`src/include/ircu_pkg.sv`:
```
package ircu_pkg;

    localparam int unsigned EXP_W = 15;
    localparam int unsigned SIG_W = 64;
    localparam int unsigned XR_W = 80;
    localparam logic [14:0] EXP_BIAS = 15'h3FFF;
    localparam logic [14:0] EXP_SPECIAL = 15'h7FFF;
    // Exponent of a value whose integer bit sits at 2^63
    localparam logic [14:0] EXP_INT_TOP = 15'h403E;
    localparam logic [14:0] EXP_ZERO = 15'h0000;
    localparam int unsigned SGL_KEEP = 24;
    localparam logic [63:0] LIM_POS_32 = 64'h0000_0000_7FFF_FFFF;
    localparam logic [63:0] LIM_NEG_32 = 64'h0000_0000_8000_0000;
    localparam logic [63:0] LIM_POS_64 = 64'h7FFF_FFFF_FFFF_FFFF;
    localparam logic [63:0] LIM_NEG_64 = 64'h8000_0000_0000_0000;
    localparam int unsigned RES_LATENCY = 1;

    typedef enum logic [1:0] {
        RM_NEAREST = 2'b00,
        RM_DOWN = 2'b01,
        RM_UP = 2'b10,
        RM_ZERO = 2'b11
    } ircu_rmode_e;

    typedef enum logic [2:0] {
        OP_I2R = 3'b000,
        OP_IL2R = 3'b001,
        OP_R2I = 3'b010,
        OP_R2IL = 3'b011,
        OP_RZ2I = 3'b100,
        OP_RZ2IL = 3'b101
    } ircu_op_e;

    typedef struct packed {
        logic valid;
        ircu_op_e op;
        logic tgt_single;
        logic [4:0] src_idx;
        logic [4:0] dst_idx;
        logic [63:0] int_src;
        logic [79:0] real_src;
    } ircu_req_s;

    typedef struct packed {
        ircu_rmode_e rmode;
        logic mask_inexact;
        logic mask_int_ovf;
    } ircu_ctrl_s;

    typedef struct packed {
        logic valid;
        logic fwe;
        logic [4:0] freg_idx;
        logic [79:0] freg_data;
        logic gwe_lo;
        logic gwe_hi;
        logic [4:0] greg_idx;
        logic [31:0] greg_lo;
        logic [31:0] greg_hi;
        logic exc_inexact;
        logic exc_int_ovf;
        logic pair_fault;
    } ircu_res_s;

    function automatic logic ircu_round_inc(ircu_rmode_e m, logic neg, logic lsb,
                                            logic g, logic st);
        logic inc;
        inc = 1'b0;
        case (m)
            RM_NEAREST: inc = g & (st | lsb);
            RM_DOWN: inc = neg & (g | st);
            RM_UP: inc = ~neg & (g | st);
            default: inc = 1'b0;
        endcase
        return inc;
    endfunction : ircu_round_inc

endpackage : ircu_pkg

```
`src/core/ircu_rshift.sv`:
```
`timescale 1ns/1ns
module ircu_rshift (
    // Significand in
    input wire logic [63:0] sig,
    input wire logic [15:0] shamt,
    // Integer part and rounding bits
    output logic [63:0] int_part,
    output logic guard,
    output logic sticky
);
    logic [127:0] wide;

    always_comb begin
        wide = {sig, 64'h0000_0000_0000_0000} >> shamt[6:0];
        if (shamt > 16'h0040) begin
            int_part = 64'h0000_0000_0000_0000;
            guard = 1'b0;
            sticky = |sig;
        end else begin
            int_part = wide[127:64];
            guard = wide[63];
            sticky = |wide[62:0];
        end
    end
endmodule : ircu_rshift

```
`src/core/ircu_top.sv`:
```
`timescale 1ns/1ns
module ircu_top (
    // Clock and reset
    input wire logic core_clk,
    input wire logic rst_b,
    // Issue request and arithmetic controls
    input ircu_pkg::ircu_req_s req,
    input ircu_pkg::ircu_ctrl_s ctrl,
    // Register file write-back
    output ircu_pkg::ircu_res_s res
);
    import ircu_pkg::*;

    typedef struct packed {
        ircu_res_s res;
        logic ovf_det;
        logic inx_det;
    } ircu_state_s;

    ircu_state_s st_q;
    ircu_state_s st_d;

    function automatic logic [6:0] lead_zeros(logic [63:0] v);
        logic [6:0] n;
        n = 7'h40;
        for (int i = 0; i < 64; i++) begin
            if (v[i]) begin
                n = 7'(63 - i);
            end
        end
        return n;
    endfunction : lead_zeros

    // Operation class
    logic is_i2r;
    logic is_long;
    logic is_trunc;
    logic bad_pair;

    // Integer-to-real path
    logic [63:0] i_src;
    logic i_neg;
    logic [63:0] i_mag;
    logic [6:0] i_lz;
    logic [63:0] i_norm;
    logic [14:0] i_exp;
    logic i_g;
    logic i_st;
    logic [24:0] i_sum;
    logic [63:0] i_sig;
    logic [14:0] i_exp_r;
    logic i_inx;

    // Real-to-integer path
    logic r_neg;
    logic [14:0] r_exp;
    logic [63:0] r_sig;
    logic r_big;
    logic [15:0] r_sh;
    logic [63:0] r_int;
    logic r_g;
    logic r_st;
    ircu_rmode_e r_mode;
    logic r_inc;
    logic [64:0] r_mag;
    logic [63:0] lim_pos;
    logic [63:0] lim_neg;
    logic r_ovf;
    logic [63:0] r_val;

    // Unpack the real operand ahead of the shifter
    always_comb begin
        r_neg = req.real_src[79];
        r_exp = req.real_src[78:64];
        r_sig = req.real_src[63:0];
        r_big = r_exp > EXP_INT_TOP;
        r_sh = r_big ? 16'h0000 : {1'b0, EXP_INT_TOP - r_exp};
    end

    ircu_rshift u_rshift (
        .sig(r_sig),
        .shamt(r_sh),
        .int_part(r_int),
        .guard(r_g),
        .sticky(r_st)
    );

    always_comb begin
        is_i2r = (req.op == OP_I2R) || (req.op == OP_IL2R);
        is_long = (req.op == OP_IL2R) || (req.op == OP_R2IL) || (req.op == OP_RZ2IL);
        is_trunc = (req.op == OP_RZ2I) || (req.op == OP_RZ2IL);
        // Long operands need an even lower register
        bad_pair = is_long && (is_i2r ? req.src_idx[0] : req.dst_idx[0]);

        // Short source sign-extends the low word, long source is the pair
        i_src = (req.op == OP_IL2R) ? req.int_src
                : {{32{req.int_src[31]}}, req.int_src[31:0]};
        i_neg = i_src[63];
        i_mag = i_neg ? (64'h0000_0000_0000_0000 - i_src) : i_src;
        i_lz = lead_zeros(i_mag);
        i_norm = i_mag << i_lz[5:0];
        i_exp = (i_mag == 64'h0000_0000_0000_0000) ? EXP_ZERO
                : (EXP_INT_TOP - {8'h00, i_lz});
        // Single target keeps 24 significant bits
        i_g = i_norm[SIG_W - SGL_KEEP - 1];
        i_st = |i_norm[SIG_W - SGL_KEEP - 2:0];
        i_sum = {1'b0, i_norm[63:40]}
                + {24'h00_0000, ircu_round_inc(ctrl.rmode, i_neg, i_norm[40], i_g, i_st)};
        i_sig = i_norm;
        i_exp_r = i_exp;
        i_inx = 1'b0;
        if (req.tgt_single) begin
            i_inx = i_g | i_st;
            if (i_sum[24]) begin
                i_sig = {1'b1, 63'h0};
                i_exp_r = i_exp + 15'h0001;
            end else begin
                i_sig = {i_sum[23:0], 40'h00_0000_0000};
            end
        end

        r_mode = is_trunc ? RM_ZERO : ctrl.rmode;
        r_inc = ircu_round_inc(r_mode, r_neg, r_int[0], r_g, r_st);
        r_mag = {1'b0, r_int} + {64'h0000_0000_0000_0000, r_inc};
        lim_pos = is_long ? LIM_POS_64 : LIM_POS_32;
        lim_neg = is_long ? LIM_NEG_64 : LIM_NEG_32;
        r_ovf = r_big || (r_mag > {1'b0, r_neg ? lim_neg : lim_pos});
        if (r_ovf) begin
            r_val = r_neg ? (64'h0000_0000_0000_0000 - lim_neg) : lim_pos;
        end else begin
            r_val = r_neg ? (64'h0000_0000_0000_0000 - r_mag[63:0]) : r_mag[63:0];
        end

        st_d = '0;
        if (req.valid) begin
            st_d.res.valid = 1'b1;
            if (bad_pair) begin
                st_d.res.pair_fault = 1'b1;
            end else if (is_i2r) begin
                st_d.res.fwe = 1'b1;
                st_d.res.freg_idx = req.dst_idx;
                st_d.res.freg_data = {i_neg, i_exp_r, i_sig};
                st_d.inx_det = i_inx;
                st_d.res.exc_inexact = i_inx & ~ctrl.mask_inexact;
            end else begin
                st_d.res.gwe_lo = 1'b1;
                st_d.res.gwe_hi = is_long;
                st_d.res.greg_idx = req.dst_idx;
                st_d.res.greg_lo = r_val[31:0];
                st_d.res.greg_hi = is_long ? r_val[63:32] : 32'h0000_0000;
                st_d.ovf_det = r_ovf;
                st_d.inx_det = ~r_ovf & (r_g | r_st);
                st_d.res.exc_int_ovf = r_ovf & ~ctrl.mask_int_ovf;
                st_d.res.exc_inexact = ~r_ovf & (r_g | r_st) & ~ctrl.mask_inexact;
            end
        end
    end

    always_ff @(posedge core_clk or negedge rst_b) begin
        if (!rst_b) begin
            st_q <= '0;
        end else begin
            st_q <= st_d;
        end
    end

    assign res = st_q.res;

    AST_I2R_WRITE: assert property (@(posedge core_clk) disable iff (!rst_b)
        req.valid && is_i2r && !bad_pair |=> res.fwe && !res.gwe_lo
            && res.freg_idx == $past(req.dst_idx))
        else $error("integer-to-real did not write the float register");

    AST_PAIR_ODD: assert property (@(posedge core_clk) disable iff (!rst_b)
        req.valid && req.op == OP_IL2R && req.src_idx[0]
            |=> res.pair_fault && !res.fwe && !res.exc_inexact)
        else $error("odd long source not refused");

    AST_INX_WIDE: assert property (@(posedge core_clk) disable iff (!rst_b)
        req.valid && is_i2r && !req.tgt_single |=> !st_q.inx_det && !res.exc_inexact)
        else $error("inexact on wide integer-to-real");

    AST_MASK: assert property (@(posedge core_clk) disable iff (!rst_b)
        res.exc_int_ovf || res.exc_inexact |-> (res.exc_int_ovf && !$past(ctrl.mask_int_ovf))
            || (res.exc_inexact && !$past(ctrl.mask_inexact)))
        else $error("masked exception raised");

    AST_R2I_WRITE: assert property (@(posedge core_clk) disable iff (!rst_b)
        req.valid && !is_i2r && !bad_pair |=> res.gwe_lo && !res.fwe)
        else $error("real-to-integer did not write the general register");

    AST_PAIR_DST: assert property (@(posedge core_clk) disable iff (!rst_b)
        req.valid && is_long && !is_i2r |=> res.gwe_hi == !$past(req.dst_idx[0])
            && res.pair_fault == $past(req.dst_idx[0]))
        else $error("long destination pair handling wrong");

    AST_ROUND_UP: assert property (@(posedge core_clk) disable iff (!rst_b)
        req.valid && req.op == OP_R2I && ctrl.rmode == RM_UP && !req.real_src[79]
            && req.real_src[78:64] == EXP_BIAS - 15'h0001 && req.real_src[63]
            |=> res.greg_lo == 32'h0000_0001)
        else $error("round up of a half did not give one");

    AST_TRUNC: assert property (@(posedge core_clk) disable iff (!rst_b)
        req.valid && req.op == OP_RZ2I && !req.real_src[79]
            && req.real_src[78:64] == EXP_BIAS && req.real_src[63]
            |=> res.greg_lo == 32'h0000_0001 && !res.exc_int_ovf)
        else $error("truncation not toward zero");

    AST_OVF_BIG: assert property (@(posedge core_clk) disable iff (!rst_b)
        req.valid && !is_i2r && !bad_pair && req.real_src[78:64] > EXP_INT_TOP
            |=> st_q.ovf_det && res.exc_int_ovf == !$past(ctrl.mask_int_ovf)
            ##1 !st_q.ovf_det || $past(req.valid, 1))
        else $error("overflow not detected");

    AST_SAT_32: assert property (@(posedge core_clk) disable iff (!rst_b)
        res.gwe_lo && !res.gwe_hi && st_q.ovf_det
            |-> res.greg_lo == ($past(req.real_src[79]) ? 32'h8000_0000 : 32'h7FFF_FFFF))
        else $error("short overflow not saturated");

    AST_SHORT_HI: assert property (@(posedge core_clk) disable iff (!rst_b)
        res.gwe_lo && !res.gwe_hi |-> res.greg_hi == 32'h0000_0000)
        else $error("short result wrote high word");

    COV_I2R_SINGLE: cover property (@(posedge core_clk) disable iff (!rst_b)
        res.fwe && st_q.inx_det);
    COV_R2IL: cover property (@(posedge core_clk) disable iff (!rst_b)
        res.gwe_hi && !st_q.ovf_det);
    COV_OVF: cover property (@(posedge core_clk) disable iff (!rst_b)
        res.exc_int_ovf);
    COV_PAIR: cover property (@(posedge core_clk) disable iff (!rst_b)
        res.pair_fault);
endmodule : ircu_top

```
`config.mk`:
```
export PLATFORM = sky130hd
export DESIGN_NAME = ircu_top
export DESIGN_NICKNAME = d
export VERILOG_FILES = /design/src/include/ircu_pkg.sv /design/src/core/ircu_rshift.sv /design/src/core/ircu_top.sv
export SDC_FILE = /design/constraint.sdc
export NUM_CORES = 1
export LEC_CHECK = 0
export BUFFER_PORTS_ARGS = -buffer_cell sky130_fd_sc_hd__buf_2
export CORE_ASPECT_RATIO = 2
export CORE_UTILIZATION = 40
export DETAILED_ROUTE_END_ITERATION = 10
export GPL_ROUTABILITY_DRIVEN = 0
export SYNTH_ARGS = -nofsm -noshare
export SYNTH_HDL_FRONTEND = slang
export SYNTH_SLANG_ARGS = --single-unit
```
`constraint.sdc`:
```
create_clock -name core_clk -period 0.8 [get_ports core_clk]
set_input_delay 0.04 -clock core_clk [delete_from_list [all_inputs] [get_ports core_clk]]
set_output_delay 0.04 -clock core_clk [all_outputs]
set_load 0.03 [all_outputs]
```
==> impl_metrics.ini, run 1 <==
[placed_design]
pre_cts_ws_ps = -9160
dp.cells = 7568
io_buffers = 321
dp.final_hpwl_um = 173700

[status]
stop_error = [ERROR GRT-0116] Global routing finished with congestion. Check the congestion regions in the DRC Viewer.
status = did not finish
failing_step = global routing

[logic_synthesis]
syn_area_um2 = 31500
synth_area_leaders = dfrtp_1 (13%), nor2_1 (5.9%), a21oi_1 (4.9%)
synthArstFlopShare_pct = 100.0
avgSynthCellArea_um2 = 6.857
synth_cells = 4594
yosysWarnings = 0
synth_edf_count = 0
synth_seq_area_share_pct = 12.79
synth.net_count = 4841
synth_top_area_share_pct = 12.79
ys_seq_elements = 161
synth_ff_type = dfrtp_1
yosysTopAreaCell = dfrtp_1
synth.distinct_cells = 127

[floorplanning]
start_util_pct = 40.38
io_pins = 326
rows = 145
die_y_um = 398.9
die_w_um = 200.4

[clock_tree]
cts.htree.levels = 4
clkSinkCount = 161
cts_buffer_depth = 2
numCtsBuffers = 17
clock-root-buffer = clkbuf_16

[global_route]
first_global_vias = 60290
grt_usage_pct = 70.29
grt_overflow = 2133
grt_max_degree = 66
grt_pass1_wl_um = 440500
==> metrics by stage <==
step | util [%] | cell area (um^2)
2_1_floorplan | - | 33390
3_3_place_gp | 63.95 | 49890
3_5_place_dp | 63.95 | 49890
4_1_cts | 69.35 | 54100
==> synthesized netlist by cell type (106+ instances only) <==
cell type and n:
a211oi_1 106, a21oi_1 309, buf_2 122, clkbuf_1 210, dfrtp_1 161, mux2i_1 139, nand2_1 402, nand3_1 205
nor2_1 499, nor3_1 222, nor4_1 118, o21ai_0 232
==> cells by family after synthesis <==
logic type | after synthesis | synth area share [%]
AND/OR/NAND/NOR | 2028 | 33.34
buffers and inverters | 487 | 6.839
multiplexers | 194 | 6.641
flip-flops | 161 | 12.79
adder cells (fa/ha/maj) | 82 | 3.257
XOR/XNOR | 162 | 4.575
AO/OA/AOI/OAI | 1480 | 32.56
==> routing by layer <==
metal	GRT usage [%]	GRT overflow
met4	79.78	551
met5	18.04	1
met3	48.68	35
met2	96.38	1518
met1	63.31	28
==> timing repair <==
action | in CTS
setup buffers | 143
cloned | 19
endpoints found under the setup margin | 319
resized for setup | 427
hold buffers | 10
hold endpoints to repair | 175
pin swaps | 142
==> run 2: changes to the inputs <==
--- a/config.mk
+++ b/config.mk
@@ -6,10 +6,10 @@
 export NUM_CORES = 1
 export LEC_CHECK = 0
 export BUFFER_PORTS_ARGS = -buffer_cell sky130_fd_sc_hd__buf_2
-export CORE_ASPECT_RATIO = 2
-export CORE_UTILIZATION = 40
+export CORE_UTILIZATION = 25
 export DETAILED_ROUTE_END_ITERATION = 10
 export GPL_ROUTABILITY_DRIVEN = 0
+export PLACE_DENSITY_LB_ADDON = 0.15
 export SYNTH_ARGS = -nofsm -noshare
 export SYNTH_HDL_FRONTEND = slang
 export SYNTH_SLANG_ARGS = --single-unit
==> run 2 against run 1 <==
  * The flow now finishes, with violations (negative setup slack)
  * Synthesized cell count is the same
  * Area after synthesis is the same
==> impl_metrics.ini, run 2 <==
[critical_path]
required_ps = 1150
max_stage_delay_ps = 580
cp_data_arrival_time_ps = 8640
worst_setup_path_start_kind = input port
end_kind = flip-flop
critPathSlowestCell = or4b_4
cp_max_fo = 8
critical_path_class = in -> reg
crit_top_cell = buf_12

[logic_synthesis]
synth.net_count = 4841
synth_area_leaders = dfrtp_1 (13%), nor2_1 (5.9%), a21oi_1 (4.9%)
synth.top_cells.by_count = nor2_1 (499), nand2_1 (402), a21oi_1 (309)
synth_ff_type = dfrtp_1
synth_seq_area_share_pct = 12.79
avgSynthCellArea_um2 = 6.857
synth.distinct_cells = 127
synth_edf_count = 0
synthArstFlopShare_pct = 100.0
synth.most_common_cell = nor2_1
ys_seq_elements = 161
yosysWarnings = 0
yosysTopAreaCell = dfrtp_1
syn_area_um2 = 31500
synth_top_area_share_pct = 12.79
synth_cells = 4594

[pwr]
power_density_nw_per_um2 = 1537
peakVddDrop_uv = 1653
p_leak_uw = 0.02536

[sta]
tightest_slew_ps = 1109
max_freq_mhz = 120.6
setup_viol = 321
fin_crit_sh_pct = 1036
drv_slew = 0
final_hold_viol_count = 0
relSlewSlack_pct = 25.11
whs_ps = 17.72
fin_ws_ps = -7492
period_needed_ps = 8292
rsz0062_at_grt = yes

[detailed_routing]
drc = 0
drt_iter0_drc = 4731
wl_per_cell_um = 22.99
first_pass_iters = 6
antenna_left = 0
viasPerCell = 5.594
via_count = 47020
wl_um = 193300

[floorplanning]
design.die.area_um2 = 127400
start_util_pct = 25.35
core_area_um2 = 124300
die_w_um = 357.0
io_pins = 326
die_y_um = 357.0
rows = 129

[status]
violations = negative setup slack
status = finished, violations left

[final_layout]
layout-drive-gt1-share_pct = 48.35
largest_reg_flops = 161
nets = 7000
design_area_um2 = 55700
mostFrequentLayoutCell = buf_4
utilization_pct = 44.82
layout_common_cells = buf_4 (2061), nor2_1 (466), nand2_1 (380), buf_2 (314), a21oi_1 (217)
area_delta_synth_final_pct = 76.82

[clock_tree]
cts_buffer_depth = 2
cts.htree.levels = 4
clkSinkCount = 161
path_clk_slew_ps = 70
cts_tree = built
numCtsBuffers = 17
clock-root-buffer = clkbuf_16

[global_route]
grt_max_degree = 81
first_global_vias = 44690
grt_usage_pct = 29.09
grt_overflow = 0
antenna_found_initial = 13
grt_pass1_wl_um = 285700

[placed_design]
pre_cts_ws_ps = -8366
io_buffers = 321
dp.final_hpwl_um = 158400
placed_cell_area_um2 = 50380

[job]
maxCapViolations = 0

[worst_hold_path]
hold_class = in -> async
[run 2: cell counts after synthesis]
No cell type changed its count.
[run 2: final timing paths]
path | from | end | slack (ps) | cells after the start
hold / removal | rst_b | res[66]$_DFF_PN0_ | 20 | 2
setup / recovery | req[77] | res[60]$_DFF_PN0_ | -7490 | 50
max in group asynchronous | rst_b | res[89]$_DFF_PN0_ | 270 | 3
min in group core_clk | req[144] | res[0]$_DFF_PN0_ | 120 | 4
[run 2: power by group]
part	leakage [uW]	total [uW]	internal (uW)	switching (uW)
registers	0.00221	8680	8510	167
logic	0.0228	68300	31800	36500
clock network	0.000299	8690	4760	3930
[run 2: metal layers]
metal	global-route usage [%]	wire length, um	up-vias
met5	0	95	-
met4	9.709	7422	18
met3	3.474	14330	373
met2	43.52	81050	2277
met1	42.65	90370	22430
li1	-	-	21920
[run 2: stage by stage]
step | std cells | TNS [ps] | total power (uW)
after floorplan | 4594 | -817340 | 37200
after global placement | 8159 | -968080 | 68160
after detailed placement | 8159 | -977050 | 68310
after CTS | 8376 | -861150 | 82850
after global routing | 8405 | -924440 | 89470
final | 8405 | -878980 | 85640
[run 2: critical path: cells and delay by family]
family	cells	cell delay, ps
AOI/OAI and AO/OA	18	3030
xor gates and xnor gates	1	310
adders and majority gates	2	550
buffers and inverters	13	1630
and+or+nand+nor	16	3060
[run 2: repair_timing]
action                                  in CTS  in global routing
buffers inserted                           168                 32
hold buffers                                10                  0
endpoints found under the hold margin      175                  0
gates cloned                                13                  0
gates resized for setup                    451                154
endpoints found under the setup margin     321                321
pin swaps                                  144                 46
[run 2: cell families after synthesis]
kind of cell	after synthesis	synth area share (%)
AO/OA/AOI/OAI	1480	32.56
XOR/XNOR	162	4.575
adder cells (fa/ha/maj)	82	3.257
buffers and inverters	487	6.839
flip-flops	161	12.79
multiplexers	194	6.641
AND/OR/NAND/NOR	2028	33.34
[run 2: area by class of cell]
cell class,instances,area (um^2)
timing repair buffer,2537,19600
fill,12780,68580
antenna,3,7.507
inverter,90,357.8
clock buffer,17,425.4
clock inverter,14,188.9
multi-input combinational,3946,29050
sequential,161,4029
tap,1637,2048
No activity file was read; power rests on OpenSTA's default activity.
